[config.mk]
export PLATFORM = sky130hd
export DESIGN_NAME = pscc_top
export DESIGN_NICKNAME = d
export VERILOG_FILES = /design/src/pscc_pkg.sv /design/src/pscc_div_if.sv /design/src/pscc_top.sv /design/src/pscc_slow_div.sv
export VERILOG_INCLUDE_DIRS = /design/src
export SDC_FILE = /design/constraint.sdc
export NUM_CORES = 1
export LEC_CHECK = 0
export ABC_AREA = 1
export BUFFER_PORTS_ARGS = -buffer_cell sky130_fd_sc_hd__buf_4
export CAP_MARGIN = 20
export CORE_MARGIN = 10
export CORE_UTILIZATION = 50
export CTS_CLUSTER_SIZE = 10
export DETAILED_ROUTE_END_ITERATION = 6
export PLACE_DENSITY = 0.83
export SYNTH_ARGS = -nofsm -noshare
export SYNTH_HDL_FRONTEND = slang
export SYNTH_SLANG_ARGS = --single-unit
[constraint.sdc]
create_clock -name mclk -period 3.3 [get_ports mclk]
set_clock_uncertainty 0.2 [all_clocks]
set_input_delay 0.66 -clock mclk [delete_from_list [all_inputs] [get_ports mclk]]
set_output_delay 0.66 -clock mclk [all_outputs]
set_load 0.1 [all_outputs]
[src/pscc_cfg.svh]
// constants for the power saving clock control block
`ifndef PSCC_CFG_SVH
`define PSCC_CFG_SVH

// ==========================================================
// activity kinds watched by the bus auto-slow logic
`define PSCC_NUM_MON       8
`define PSCC_MON_CRYPTO    0
`define PSCC_MON_PIXEL     1
`define PSCC_MON_DMA_A     2
`define PSCC_MON_DMA_B     3
`define PSCC_MON_ANY_MST   4
`define PSCC_MON_FEW_MST   5
`define PSCC_MON_CPU_DATA  6
`define PSCC_MON_CPU_FETCH 7

// ==========================================================
// slow divider field
`define PSCC_DIV_W         5
`define PSCC_DIV_RESET     5'h01
`define PSCC_DIV_ONE       5'h01
`define PSCC_CNT_ZERO      5'h00

`endif

[src/pscc_pkg.sv]
// types shared by the power saving clock control modules
package pscc_pkg;

  // ==========================================================
  // processor clock gate states
  typedef enum logic [0:0] {
    PSCC_CPU_RUN,
    PSCC_CPU_WAIT
  } pscc_cpu_state_t;

  // ==========================================================
  // converter power switch size as seen by the analog side
  typedef enum logic [1:0] {
    PSCC_FET_NORMAL,
    PSCC_FET_HALF,
    PSCC_FET_DOUBLE,
    PSCC_FET_BOTH
  } pscc_fet_size_t;

endpackage

[src/pscc_div_if.sv]
// carrier between the top control and the slow bus divider
`timescale 1ns/1ps
`include "pscc_cfg.svh"

interface pscc_div_if;
  logic                   slowReq;   // divide the bus clock
  logic [`PSCC_DIV_W-1:0] divValue;  // extra divide ratio
  logic                   tick;      // registered bus clock enable

  // ==========================================================
  // control side and divider side
  modport ctrl (output slowReq, output divValue, input tick);
  modport div  (input slowReq, input divValue, output tick);
endinterface

[src/pscc_top.sv]
// power saving clock control: cpu wait gate, bus auto-slow, converter setup
//
// Functional notes
// - wait enable set: processor clock stopped while core idles awaiting interrupt
// - auto-slow active: bus clock lowered when no selected activity present
// - each of eight monitored activity kinds has its own enable
// - slowed bus clock is divided by the slow divider field value, 0 taken as 1
// - auto-slow applies only while the auto-slow enable is 1
// - small enable drops half the switches, large enable adds extra switches
// - both clear gives normal size; both set is a distinct state
// - pulse frequency enable puts converter into pulse frequency modulation
`timescale 1ns/1ps
`include "pscc_cfg.svh"

module pscc_top
  import pscc_pkg::*;
(
  input  wire logic                   mclk,                 // 40 MHz clock
  input  wire logic                   reset_n,              // async reset, active low
  input  wire logic                   clkEnable,            // freezes all state when low
  // processor wait gate
  input  wire logic                   waitIrqEn,            // interrupt wait enable
  input  wire logic                   cpuWaitReq,           // core executed wait, pulse
  input  wire logic                   irqPending,           // any interrupt pending
  output logic                        cpuClkEn,             // processor clock enable
  // bus auto-slow configuration
  input  wire logic                   autoSlowEn,           // auto-slow mode enable
  input  wire logic [`PSCC_DIV_W-1:0] slowDiv,              // extra bus divide ratio
  input  wire logic                   slowMonCryptoEn,      // watch crypto coprocessor
  input  wire logic                   slowMonPixelEn,       // watch pixel pipeline
  input  wire logic                   slowMonDmaAEn,        // watch peripheral dma a
  input  wire logic                   slowMonDmaBEn,        // watch peripheral dma b
  input  wire logic                   slowMonAnyMasterEn,   // watch any bus master
  input  wire logic                   slowMonFewMastersEn,  // watch under three masters
  input  wire logic                   slowMonCpuDataEn,     // watch cpu data access
  input  wire logic                   slowMonCpuFetchEn,    // watch cpu instruction fetch
  // bus activity indications
  input  wire logic                   actCrypto,            // crypto coprocessor busy
  input  wire logic                   actPixel,             // pixel pipeline busy
  input  wire logic                   actDmaA,              // peripheral dma a busy
  input  wire logic                   actDmaB,              // peripheral dma b busy
  input  wire logic                   actAnyMaster,         // any master on the bus
  input  wire logic                   actFewMasters,        // fewer than three masters
  input  wire logic                   actCpuData,           // cpu data access
  input  wire logic                   actCpuFetch,          // cpu instruction fetch
  output logic                        busClkEn,             // system bus clock enable
  output logic                        busSlowed,            // bus runs divided
  // converter configuration
  input  wire logic                   switchSizeSmallEn,    // half switch size enable
  input  wire logic                   switchSizeLargeEn,    // double switch size enable
  input  wire logic                   converterPulseFreqEn, // pulse frequency mode enable
  output logic                        switchHalfOff,        // half the switches off
  output logic                        switchExtraOn,        // extra switches on
  output pscc_fet_size_t              switchSize,           // decoded switch size
  output logic                        converterPfm          // converter in pulse mode
);

  // ==========================================================
  // processor wait gate
  pscc_cpu_state_t cpuState_r;
  pscc_cpu_state_t cpuState_nxt;
  logic            cpuClkEn_r;
  logic            cpuClkEn_nxt;

  // a pending interrupt at the wait request keeps the core running,
  // otherwise the wakeup would be missed until the next interrupt
  always_comb begin
    cpuState_nxt = cpuState_r;
    case (cpuState_r)
      PSCC_CPU_RUN: begin
        if (waitIrqEn && cpuWaitReq && !irqPending) begin
          cpuState_nxt = PSCC_CPU_WAIT;
        end
      end
      PSCC_CPU_WAIT: begin
        if (irqPending || !waitIrqEn) begin
          cpuState_nxt = PSCC_CPU_RUN;
        end
      end
      default: begin
        cpuState_nxt = PSCC_CPU_RUN;
      end
    endcase
    cpuClkEn_nxt = (cpuState_nxt == PSCC_CPU_RUN);
  end

  // registers only
  always_ff @(posedge mclk or negedge reset_n) begin
    if (!reset_n) begin
      cpuState_r <= PSCC_CPU_RUN;
      cpuClkEn_r <= 1'b1;
    end else if (clkEnable) begin
      cpuState_r <= cpuState_nxt;
      cpuClkEn_r <= cpuClkEn_nxt;
    end
  end

  assign cpuClkEn = cpuClkEn_r;

  // ==========================================================
  // bus activity monitor
  logic [`PSCC_NUM_MON-1:0] monEnable;
  logic [`PSCC_NUM_MON-1:0] monActive;
  logic [`PSCC_NUM_MON-1:0] monHit;
  logic                     anyHit;

  assign monEnable[`PSCC_MON_CRYPTO]    = slowMonCryptoEn;
  assign monEnable[`PSCC_MON_PIXEL]     = slowMonPixelEn;
  assign monEnable[`PSCC_MON_DMA_A]     = slowMonDmaAEn;
  assign monEnable[`PSCC_MON_DMA_B]     = slowMonDmaBEn;
  assign monEnable[`PSCC_MON_ANY_MST]   = slowMonAnyMasterEn;
  assign monEnable[`PSCC_MON_FEW_MST]   = slowMonFewMastersEn;
  assign monEnable[`PSCC_MON_CPU_DATA]  = slowMonCpuDataEn;
  assign monEnable[`PSCC_MON_CPU_FETCH] = slowMonCpuFetchEn;

  assign monActive[`PSCC_MON_CRYPTO]    = actCrypto;
  assign monActive[`PSCC_MON_PIXEL]     = actPixel;
  assign monActive[`PSCC_MON_DMA_A]     = actDmaA;
  assign monActive[`PSCC_MON_DMA_B]     = actDmaB;
  assign monActive[`PSCC_MON_ANY_MST]   = actAnyMaster;
  assign monActive[`PSCC_MON_FEW_MST]   = actFewMasters;
  assign monActive[`PSCC_MON_CPU_DATA]  = actCpuData;
  assign monActive[`PSCC_MON_CPU_FETCH] = actCpuFetch;

  for (genvar i = 0; i < `PSCC_NUM_MON; i++) begin : g_mon
    assign monHit[i] = monEnable[i] & monActive[i];
  end

  assign anyHit = |monHit;

  // ==========================================================
  // bus auto-slow decision and divider
  pscc_div_if divBus ();
  logic       busSlowed_r;
  logic       busSlowed_nxt;

  always_comb begin
    busSlowed_nxt = autoSlowEn && !anyHit;
  end

  // registers only
  always_ff @(posedge mclk or negedge reset_n) begin
    if (!reset_n) begin
      busSlowed_r <= 1'b0;
    end else if (clkEnable) begin
      busSlowed_r <= busSlowed_nxt;
    end
  end

  // request follows the decision directly so the full rate returns
  // one cycle after activity, not two
  assign divBus.slowReq  = busSlowed_nxt;
  assign divBus.divValue = slowDiv;

  pscc_slow_div u_slow_div (
    .mclk      (mclk),
    .reset_n   (reset_n),
    .clkEnable (clkEnable),
    .dv        (divBus.div)
  );

  assign busClkEn  = divBus.tick;
  assign busSlowed = busSlowed_r;

  // ==========================================================
  // converter switch size and pulse mode
  logic           halfOff_r;
  logic           halfOff_nxt;
  logic           extraOn_r;
  logic           extraOn_nxt;
  pscc_fet_size_t size_r;
  pscc_fet_size_t size_nxt;
  logic           pfm_r;
  logic           pfm_nxt;

  // both set is passed on as is; the two do not cancel
  always_comb begin
    halfOff_nxt = switchSizeSmallEn;
    extraOn_nxt = switchSizeLargeEn;
    case ({switchSizeLargeEn, switchSizeSmallEn})
      2'h0:    size_nxt = PSCC_FET_NORMAL;
      2'h1:    size_nxt = PSCC_FET_HALF;
      2'h2:    size_nxt = PSCC_FET_DOUBLE;
      default: size_nxt = PSCC_FET_BOTH;
    endcase
    pfm_nxt = converterPulseFreqEn;
  end

  // registers only
  always_ff @(posedge mclk or negedge reset_n) begin
    if (!reset_n) begin
      halfOff_r <= 1'b0;
      extraOn_r <= 1'b0;
      size_r    <= PSCC_FET_NORMAL;
      pfm_r     <= 1'b0;
    end else if (clkEnable) begin
      halfOff_r <= halfOff_nxt;
      extraOn_r <= extraOn_nxt;
      size_r    <= size_nxt;
      pfm_r     <= pfm_nxt;
    end
  end

  assign switchHalfOff = halfOff_r;
  assign switchExtraOn = extraOn_r;
  assign switchSize    = size_r;
  assign converterPfm  = pfm_r;

endmodule // pscc_top

[src/pscc_slow_div.sv]
// extra divider for the system bus clock enable
`timescale 1ns/1ps
`include "pscc_cfg.svh"

module pscc_slow_div
  import pscc_pkg::*;
(
  input  wire logic mclk,      // 40 MHz clock
  input  wire logic reset_n,   // async reset, active low
  input  wire logic clkEnable, // freezes state when low
  pscc_div_if.div   dv         // request, ratio and tick
);

  logic [`PSCC_DIV_W-1:0] count_r;
  logic [`PSCC_DIV_W-1:0] count_nxt;
  logic                   tick_r;
  logic                   tick_nxt;
  logic [`PSCC_DIV_W-1:0] lastCount;

  // ==========================================================
  // divide counter
  // ratio 0 is taken as 1 so the bus never stops outright
  always_comb begin
    lastCount = (dv.divValue == `PSCC_CNT_ZERO) ? `PSCC_CNT_ZERO
                                                : dv.divValue - `PSCC_DIV_ONE;
    count_nxt = `PSCC_CNT_ZERO;
    tick_nxt  = 1'b1;
    if (dv.slowReq) begin
      if (count_r >= lastCount) begin
        count_nxt = `PSCC_CNT_ZERO;
        tick_nxt  = 1'b1;
      end else begin
        count_nxt = count_r + `PSCC_DIV_ONE;
        tick_nxt  = 1'b0;
      end
    end
  end

  // registers only
  always_ff @(posedge mclk or negedge reset_n) begin
    if (!reset_n) begin
      count_r <= `PSCC_CNT_ZERO;
      tick_r  <= 1'b1;
    end else if (clkEnable) begin
      count_r <= count_nxt;
      tick_r  <= tick_nxt;
    end
  end

  assign dv.tick = tick_r;

endmodule // pscc_slow_div

# Word-level counts from Yosys, hierarchy flattened
# Index checks and enable logic that the tools add are counted.
op_classes:
  n_lt_le_gt_ge: 1
  n_eq_ne: 2
  n_reduce_logical: 10
  mux: 9
  add_sub_neg: 2
  bitwise_logic: 10
op_table:
  columns: ["cell", "n"]
  rows:
  - ["$mux 5", 3]
  - ["$and 1x1->1", 8]
  - ["$reduce_or 8->1", 1]
  - ["$pmux 2 s3", 1]
  - ["$add 5x1->5 const B", 1]
  - ["$ge 5x5->1", 1]
  - ["$logic_not 5->1", 1]
  - ["$sub 5x1->5 const B", 1]
  - ["$mux 1", 4]
  - ["$logic_and 1x1->1", 3]
  - ["$logic_not 1->1", 3]
  - ["$eq 2x1->1 const B", 1]
  - ["$eq 2x2->1 const B", 1]
  - ["$logic_not 2->1", 1]
  - ["$not 1->1", 2]
  - ["$pmux 1 s2", 1]
  - ["$logic_or 1x1->1", 1]
word_totals:
  output_inout_bits: 8
  regBits: 14
  elab_cells: 43
  input_bits: 31

# Logic depth before layout (Yosys ltp)
# Gate-level depths: netlist of run 1.
depth:
  word_depth: 5
  ltp_mapped: 14
  mapped_depth_nobuf: 14

# Modules after synthesis
# From an unflattened synthesis of run 1, not the netlist that was laid out.
unflattened:
  cells_unflattened: 129
  hier_area_um2: 938.4
modules_own_cells:
  columns: ["mod", "seq_area_each_um2", "area_each_um2", "cells_per_inst", "instances"]
  rows:
  - ["pscc_slow_div", 151.4, 568.0, 79, 1]
  - ["pscc_top", 201.4, 370.4, 50, 1]

# Worst setup path before layout of run 1
# No wires, ideal clock.
synth_timing:
  kind: "input port to flip-flop"
  startpoint: "input slowDiv[0]"
  endpoint: "register u_slow_div.count_r[2]"
  arrival_time_ns: 1.965
  slack_ns: 1.015
  cell_stages: 13
  required_time_ns: 2.980
  path_buffers: 0
  setup_time_ns: 0.120
  cell_sequence: "inv_1 ha_1 nand3_1 inv_1 or2_1 ha_1 inv_1 a21oi_1 nand2_1 nand3_2 nor2_4 nor2_2 nor2_1"
synth_between:
  elab_chain_len: 5
  word_cells_on_any_way: 6
  classes_between: "add/sub (1); order compare (1); mux (3); reduce/logical (1)"
synth_rtl:
  columns: ["element", "line_no", "text"]
  rows:
  - ["from (decl)", "pscc_top.sv:28", "input wire logic [`PSCC_DIV_W-1:0] slowDiv,"]
  - ["$sub 5x1->5 (no line) / $logic_not 5->1 (equally long branches)", null, null]
  - ["$mux 5 (no line) *", null, null]
  - ["$ge 5x5->1 *", "pscc_slow_div.sv:29", "if (count_r >= lastCount) begin"]
  - ["$mux 5 *", "pscc_slow_div.sv:29", null]
  - ["$mux 5 *", "pscc_slow_div.sv:28", "if (dv.slowReq) begin"]
  - ["to (signal assigned)", "pscc_slow_div.sv:42", "count_r <= `PSCC_CNT_ZERO;"]
  - ["to (signal assigned)", "pscc_slow_div.sv:45", "count_r <= count_nxt;"]
  - ["to (decl)", "pscc_slow_div.sv:14", "logic [`PSCC_DIV_W-1:0] count_r;"]
# Mark *: on every way between the ends. The rest lies on a longest branch, timed or not.
# A chain may end at the register's enable or synchronous reset.

# Worst setup path after layout of run 1
layout_timing:
  startpoint: "input slowDiv[0]"
  endpoint: "register u_slow_div.count_r[3]"
# Same word-level chain as after synthesis.

==> flow_summary.yaml, run 1 <==
outcome:
  status: "complete, no violations"
clocking:
  clk_pin_slew_ps: 80
  cts_sinks: 14
  post_cts_resized: 0
  htreeDepth: 1
  cts_post_setup_buffers_inserted: 0
  cts_tree: "done"
  clockBufferDepth: 2
  clock-root-buffer: "clkbuf_4"
  numCtsBuffers: 3
  holdBufCountCts: 0
  clk_latency_ps: 280
die:
  fp.dieArea_sq_um: 3918
  die_w_microns: 62.60
  start_util: 0.5254
  row_count: 15
  core_area_sq_um: 1727
  ioPinCount: 39
  die_y_microns: 62.60
pwr:
  worst_ir_drop_vdd_mv: 0.3573
  p_total_w: 0.0004387
  p_leak_nw: 0.7271
  power_density_nw_per_um2: 353.8
timing:
  min_period_over_period: 0.7052
  hold_viol: 0
  worstMarginPinSlew_ps: 291.7
  slew_viol_final: 0
  tns_ps: 0
  rsz0062_at_grt: "false"
  period_needed_ps: 2327
  timing.fmax_ghz: 0.4297
  setup_viol: 0
  slew_headroom: 0.8056
worst_setup_path:
  arrival_ps: 2340
  startpoint_type: "primary input"
  crit_type: "primary input to flip-flop"
  crit_required_ps: 3310
  reg2reg_depth: 6
  endpoint_kind: "flip-flop"
  critPathMaxFanout: 3
global_route:
  track_usage: 0.1157
  antenna_found_initial: 0
  first_global_vias: 947
  grt_pass1_wl_microns: 3898
  overflow: 0
  grt_max_degree: 16
drt:
  detail_route.drc_violations: 0
  vias_per_cell: 4.766
  vias: 896
  dr.pass1.iters: 4
  antenna_left: 0
  avgRoutedWirePerCell_microns: 12.02
  dr.first_iter.drc_count: 17
  finalWirelength_microns: 2259
flow_run:
  drv_cap: 0
logic_synthesis:
  yosysWarningCount: 0
  ys_seq_area_frac: 0.3890
  syn_area_per_cell_sq_um: 7.375
  synth_area_leaders: "dfrtp_1 33%, nand2_1 19%, ha_1 11%, inv_1 6.6%, dfstp_2 5.8%"
  ys_types: 20
  ys_ff_latch: 14
  synth_area_sq_um: 907.1
  syn-instance-count: 123
  yosys.area.top_type: "dfrtp_1"
  synth_nets: 162
  yosysTopAreaCellShare: 0.3310
layout:
  multiInputGateArea_sq_um: 480.5
  seqCellArea_sq_um: 352.8
  nFillCells: 154
  diodes: 0
  syn_to_final_growth_pct: 36.69
  final_cell_mix: "45 x nand2_1, 38 x buf_4, 16 x inv_1, 12 x dfrtp_1, 10 x nor2_1"
  layout_commonest_cell: "nand2_1"
  layout-drive-gt1-share: 0.3129
  fin_nets: 203
place:
  numPortBuffers: 38
  place.detailed.hpwl_microns: 1971
  gp_congestion: 0.8156
min_path:
  hold_path_class: "primary input to async pin"
## stage by stage
| stage | setup WS, ps | instance area (sq um) | hold slack (ps) | util | cells |
|---|---|---|---|---|---|
| final | 972.7 | 1240 | 5.600 | 0.7181 | 188 |
| after global routing | 821.2 | 1240 | 11.74 | 0.7181 | 188 |
| after CTS | 959.4 | 1240 | 10.24 | 0.7181 | 188 |
| after detailed placement | 669.0 | 1214 | 264.1 | 0.7029 | 184 |
| after global placement | 779.3 | 1214 | 256.8 | 0.7029 | 184 |
| after floorplan | 1015 | 907.1 | 164.4 | - | 123 |
## layer usage
metal / vias up / track usage / part of all wire
met2: 28 / 0.1987 / 0.50
met4: 0 / 0.03352 / 0.0097
met3: 5 / 0.04839 / 0.079
met5: - / 0 / 0
met1: 400 / 0.1267 / 0.42
li1: 463 / - / -
## final timing paths
path / start / slack (ps) / to
max: slowDiv[0] / 970 / u_slow_div.count_r[3]$_DFFE_PN0P_
min: reset_n / 6 / switchExtraOn$_DFFE_PN0P_
max reg2reg: u_slow_div.count_r[4]$_DFFE_PN0P_ / 1620 / u_slow_div.count_r[3]$_DFFE_PN0P_
min reg2reg: switchExtraOn$_DFFE_PN0P_ / 280 / switchExtraOn$_DFFE_PN0P_
max in group asynchronous: reset_n / 2650 / cpuClkEn$_DFFE_PN1P_
min in group mclk: switchExtraOn$_DFFE_PN0P_ / 280 / switchExtraOn$_DFFE_PN0P_
## layout make-up
cell class              count  area share
multi-input cells          90      0.3875
flip-flops and latches     14      0.2846
repair buffers             38      0.2301
inverters                  17     0.05146
well taps                  25     0.02523
clock buffers               4     0.02119
## registers in the layout, indices dropped and copies added, names as in the netlist
register / count
switchExtraOn: 1
converterPfm: 1
u_slow_div.dv.tick: 1
u_slow_div.count_r: 5
busSlowed: 1
cpuState_r: 1
cpuClkEn: 1
switchSize: 2
switchHalfOff: 1
## logic make-up after synthesis
group | synth area share
AOI/OAI and AO/OA | 0.03861
xor gates and xnor gates | 0.02897
DFF | 0.3890
buffers and inverters | 0.08138
and+or+nand+nor | 0.3517
adders and majority gates | 0.1103
## cell usage after synthesis
master	n
o21ai_0	3
nand3_1	3
ha_1	8
inv_2	1
nor3_1	2
buf_2	2
o21ai_1	1
a21oi_1	3
dfrtp_1	12
dfstp_2	2
nand2_1	45
inv_1	16
nand4_1	4
or2_1	1
nor2_2	3
nand3_2	2
or2_2	1
nor2_4	1
nor2_1	10
xor2_1	3
## report_power, final
group	total, W	internal (W)	switching [W]
sequential	0.000188	0.000182	0.00000568
combinational	0.000150	0.0000494	0.000101
clock	0.000100	0.0000469	0.0000533
total	0.000439	0.000279	0.000160
## worst max-delay path: stages
cell     delay (ps)
buf_4            90
inv_1            50
ha_1            190
nand3_1         110
inv_1            80
a21oi_1         120
inv_1            50
ha_1            280
a21oi_1         280
nand3_2         150
nor2_4          130
nor2_2           50
nor2_1           90
No activity file was read; power rests on OpenSTA's default activity.
==> inputs of run 2 (changes only) <==
- ABC_AREA: 1 -> 0
- CORE_UTILIZATION: 50 -> 41
- PLACE_DENSITY: 0.83 -> 0.74
- clock period: 3.3 -> 1.9 ns (I/O delays scaled with it)
==> run 2 against run 1 <==
The flow now finishes with violations (negative setup slack). Via count is 3.5% lower. Count of clock-buffer cells in the layout stayed put. Combinational power is 94% higher. Clock power is 110% higher. Global-route usage hardly changed. Critical path depth is 2 lower. Synthesized cell count is 28% lower. Highest routed layer unchanged.
==> flow_summary.yaml, run 2 <==
layout:
  layout_commonest_cell: "buf_4"
  utilization: 0.7334
  layout-drive-gt1-share: 0.5455
  largest_reg_flops: 5
  fin_nets: 183
  final_cell_mix: "48 x buf_4, 12 x dfrtp_1, 6 x nor2_1, 6 x a21oi_1, 6 x ha_1"
  regMostFlops: "u_slow_div.count_r"
  fin_cells: 170
  syn_to_final_growth_pct: 68.62
  diodes: 0
timing:
  timing.fmax_ghz: 0.4210
  fin_ws_ps: -475.3
  period_needed_ps: 2375
  slew_headroom: 0.7613
  hold_ws_ps: 124.7
  min_period_over_period: 1.250
  setup_viol: 6
  slew_viol_final: 0
  worstMarginPinSlew_ps: 358.1
  rsz0062_at_grt: "true"
  hold_viol: 0
logic_synthesis:
  synth-edff-count: 0
  synth_area_sq_um: 853.3
  ys_seq_area_frac: 0.4135
  synth_area_leaders: "dfrtp_1 35%, ha_1 12%, dfstp_2 6.2%, a21oi_1 4.1%, nor2_1 4.0%"
  syn-instance-count: 89
  ys_ff_latch: 14
  synth_nets: 128
  ys_async_sr_fraction: 1.000
  synth_common_cells: "12 x dfrtp_1, 9 x nor2_1, 8 x ha_1"
  yosysTopAreaCellShare: 0.3519
  yosysWarningCount: 0
  yosys.area.top_type: "dfrtp_1"
  syn_area_per_cell_sq_um: 9.588
  post-synth-top-count-cell: "dfrtp_1"
  ys_types: 28
  synth-main-ff-cell: "dfrtp_1"
die:
  fp.dieArea_sq_um: 4306
  row_count: 16
  start_util: 0.4349
  ioPinCount: 39
  die_y_microns: 65.62
  die_w_microns: 65.62
  core_area_sq_um: 1962
drt:
  finalWirelength_microns: 2520
  antenna_left: 0
  vias: 865
  dr.first_iter.drc_count: 30
  vias_per_cell: 5.088
  detail_route.drc_violations: 0
  avgRoutedWirePerCell_microns: 14.82
  dr.pass1.iters: 5
pwr:
  p_total_w: 0.0008301
  power_density_nw_per_um2: 576.9
  worst_ir_drop_vdd_mv: 0.3957
  p_leak_nw: 0.6857
worst_setup_path:
  critPathMaxFanout: 3
  crit_type: "primary input to flip-flop"
  crit_required_ps: 1910
  arrival_ps: 2390
  endpoint_kind: "flip-flop"
  startpoint_type: "primary input"
place:
  gp_congestion: 0.7001
  dp_cells: 161
  post-place-ws_ps: -870.3
  place.detailed.hpwl_microns: 1974
  numPortBuffers: 38
outcome:
  status: "complete, but fails checks"
  violations: "negative setup slack"
global_route:
  grt_max_degree: 15
  overflow: 0
  grt_pass1_wl_microns: 4022
  antenna_found_initial: 0
  track_usage: 0.1162
  first_global_vias: 926
clocking:
  cts_sinks: 14
  numCtsBuffers: 3
  clock-root-buffer: "clkbuf_4"
  clk_pin_slew_ps: 90
  clockBufferDepth: 2
  cts_tree: "done"
  clk_latency_ps: 270
  htreeDepth: 1
min_path:
  hold_path_class: "primary input to flip-flop"
flow_run:
  drv_cap: 0
-- run 2: cell count changes after synthesis, moves of 3 or more --
cell	previous run	this run
nand2_1	45	5
inv_1	16	7
nor2b_1	0	5
a21oi_1	3	7
nand4_1	4	0
nor2_2	3	0
o21ai_0	3	6
o2bb2ai_1	0	3
xor2_1	3	0
-- run 2: final cells by class --
type | instances | area, sq um
Tap cell | 27 | 33.78
Sequential cell | 14 | 352.8
Multi-Input combinational cell | 66 | 560.5
Clock buffer | 4 | 36.28
Inverter | 8 | 50.05
Timing Repair Buffer | 51 | 405.4
Fill cell | 157 | 523.0
-- run 2: critical path, stage by stage --
cell and delay, ps:
buf_8 110, buf_4 130, or3_1 410, nor3_2 170, a21oi_1 60, ha_1 270
o21a_1 170, o31a_1 130, buf_4 150, nor4_4 190, a22o_1 210
-- run 2: per-stage QoR --
| step | TNS (ps) | area [sq um] |
|---|---|---|
| 6_report | -2634 | 1439 |
| 5_1_grt | -3165 | 1439 |
| 4_1_cts | -2511 | 1418 |
| 3_5_place_dp | -5182 | 1284 |
| 3_3_place_gp | -4494 | 1284 |
| 2_1_floorplan | -2986 | 908.4 |
-- run 2: cell families (layout without fill, tap and decap cells) --
kind of cell    count (synthesis)  in the layout  share of synthesized area
simple gates                   32             32                     0.2053
compound gates                 23             23                     0.1862
flops                          14             14                     0.4135
buf+inv                         9             63                    0.03959
fa+ha+maj                       8              8                     0.1173
mux                             3              3                    0.03812
-- run 2: routing by layer --
layer | part of all wire | vias to the layer above | GRT usage
met5 | 0 | - | 0
met1 | 0.40 | 409 | 0.1245
met2 | 0.52 | 28 | 0.2017
met4 | 0.011 | 0 | 0.04813
li1 | - | 426 | -
met3 | 0.066 | 2 | 0.04068
-- run 2: path summary, 6_finish.rpt --
kind                                              startpoint                           endpoint  slack (ps)  depth (start not counted)
min in group asynchronous                            reset_n          switchSize[1]$_DFFE_PN0P_         290                          2
max in group asynchronous                            reset_n     u_slow_div.dv.tick$_DFFE_PN1P_         970                          2
max                                               slowDiv[0]  u_slow_div.count_r[2]$_DFFE_PN0P_        -480                         11
min                                        switchSizeSmallEn          switchHalfOff$_DFFE_PN0P_         120                          3
max reg2reg                u_slow_div.count_r[0]$_DFFE_PN0P_  u_slow_div.count_r[2]$_DFFE_PN0P_        -110                          8
min reg2reg                             cpuClkEn$_DFFE_PN1P_               cpuClkEn$_DFFE_PN1P_         300                          2
-- run 2: power by group --
| group | internal, W | switching, W |
|---|---|---|
| logic | 0.000115 | 0.000176 |
| registers | 0.000316 | 0.00000824 |
| clock network | 0.000116 | 0.0000982 |
| total | 0.000547 | 0.000283 |
-- run 2: repair_timing --
action | in CTS | in global routing
hold endpoints to repair | 14 | 0
resized for setup | 13 | 4
setup endpoints to repair | 6 | 6
pin swaps | 9 | 3
hold buffers | 1 | 0
buffers inserted | 3 | 1
==> inputs of run 3 (changes only) <==
- CTS_CLUSTER_DIAMETER: unset -> 80
- RECOVER_POWER: unset -> 25
==> run 3 against run 2 <==
The flow still finishes with violations (negative setup slack). Sequential share of layout area is 0.064 points higher. Fmax stayed put. Worst hold slack hardly changed. Global-route usage stayed put. Final area is 0.26% lower. Setup slack hardly changed. Wire length stayed put. Sequential power hardly changed. Register-to-register slack hardly changed. Final cell count stayed put. Combinational power hardly changed. Critical endpoint unchanged.
==> flow_summary.yaml, run 3 (synthesis results as in run 2) <==
outcome:
  status: "complete, but fails checks"
  violations: "negative setup slack"
timing:
  slew_headroom: 0.4881
  period_needed_ps: 2375
  setup_viol: 6
  timing.fmax_ghz: 0.4210
  min_period_over_period: 1.250
  slew_viol_final: 0
  rsz0062_at_grt: "true"
  worstMarginPinSlew_ps: 767.8
  hold_viol: 0
  fin_ws_ps: -475.3
drt:
  finalWirelength_microns: 2520
  antenna_left: 0
  avgRoutedWirePerCell_microns: 14.82
  vias_per_cell: 5.088
  vias: 865
  dr.first_iter.drc_count: 31
  detail_route.drc_violations: 0
  dr.pass1.iters: 4
layout:
  utilization: 0.7315
  fin_nets: 183
  layout-drive-gt1-share: 0.5385
  final_cell_mix: "47 x buf_4, 12 x dfrtp_1, 6 x nor2_1, 6 x a21oi_1, 6 x ha_1"
  syn_to_final_growth_pct: 68.18
  largest_reg_flops: 5
  layout_commonest_cell: "buf_4"
  diodes: 0
  regMostFlops: "u_slow_div.count_r"
global_route:
  use_met1: 0.1245
  track_usage: 0.1162
  met3_usage: 0.04068
  grtUsageMet2: 0.2017
  top_usage_layer: "met2"
  grt_max_degree: 15
  overflow: 0
  antenna_found_initial: 0
  first_global_vias: 926
  grt_pass1_wl_microns: 4022
die:
  start_util: 0.4349
  die_y_microns: 65.62
  core_area_sq_um: 1962
  ioPinCount: 39
  row_count: 16
  fp.dieArea_sq_um: 4306
  die_w_microns: 65.62
clocking:
  htreeDepth: 1
  clockBufferDepth: 2
  clk_pin_slew_ps: 90
  cts_tree: "done"
  cts_sinks: 14
  clk_latency_ps: 270
  numCtsBuffers: 3
  clock-root-buffer: "clkbuf_4"
worst_setup_path:
  arrival_ps: 2390
  critPathMaxFanout: 3
  startpoint_type: "primary input"
  crit_type: "primary input to flip-flop"
  endpoint_kind: "flip-flop"
  crit_required_ps: 1910
min_path:
  hold_path_class: "primary input to flip-flop"
pwr:
  p_total_w: 0.0008289
  worst_ir_drop_vdd_mv: 0.3943
  p_leak_nw: 0.6820
  power_density_nw_per_um2: 577.6
place:
  place.detailed.hpwl_microns: 1974
  gp_congestion: 0.7001
  numPortBuffers: 38
flow_run:
  drv_cap: 0
run 3: cell count changes in the layout (fill, tap and decap cells not counted), sizes merged:
| cell | previous run | this run |
|---|---|---|
| clkbuf | 4 | 5 |
| buf | 50 | 49 |
run 3: routing by layer:
metal | vias up | share of wire
li1 | 426 | -
met1 | 409 | 0.40
met2 | 28 | 0.52
met3 | 2 | 0.066
met4 | 0 | 0.011
met5 | - | 0
run 3: critical path, cell delays in order:
cell     delay (ps)
buf_8           110
buf_4           130
or3_1           410
nor3_2          170
a21oi_1          60
ha_1            270
o21a_1          170
o31a_1          130
buf_4           150
nor4_4          190
a22o_1          210
run 3: stage by stage:
stage,setup WS (ps),hold slack [ps],std cells,area (sq um),setup TNS (ps)
3_5_place_dp,-870.3,37.32,161,1284,-5182
4_1_cts,-438.9,117.5,169,1418,-2511
3_3_place_gp,-764.8,34.47,161,1284,-4494
5_1_grt,-576.7,124.3,170,1435,-3165
2_1_floorplan,-553.8,-115.6,89,908.4,-2986
6_report,-475.3,124.9,170,1435,-2635
run 3: path summary, 6_finish.rpt:
check,from,end,slack (ps),depth (start not counted)
setup / recovery,slowDiv[0],u_slow_div.count_r[2]$_DFFE_PN0P_,-480,11
hold / removal,switchSizeSmallEn,switchHalfOff$_DFFE_PN0P_,120,3
setup reg to reg,u_slow_div.count_r[0]$_DFFE_PN0P_,u_slow_div.count_r[2]$_DFFE_PN0P_,-110,8
hold reg to reg,cpuClkEn$_DFFE_PN1P_,cpuClkEn$_DFFE_PN1P_,300,2
max in group asynchronous,reset_n,busSlowed$_DFFE_PN0P_,530,2
min in group asynchronous,reset_n,switchSize[1]$_DFFE_PN0P_,490,2
run 3: cell type report:
type	count	area, sq um
timing repair buffer	51	401.6
inverter	8	50.05
clock buffer	4	36.28
fill	157	526.8
multi-input combinational	66	560.5
sequential	14	352.8
tap	27	33.78
run 3: repair_timing:
item / 4_1_cts / 5_1_grt
setup endpoints to repair: 6 / 6
setup buffers: 3 / 1
gates resized for setup: 13 / 4
hold buffers: 1 / 0
hold endpoints to repair: 14 / 0
pin swaps: 9 / 3
run 3: power by group:
group | leakage, nW | total, W | internal [W] | switching (W)
Sequential | 0.178 | 0.000324 | 0.000316 | 0.00000823
Combinational | 0.484 | 0.000290 | 0.000114 | 0.000176
Clock | 0.0210 | 0.000215 | 0.000116 | 0.0000981
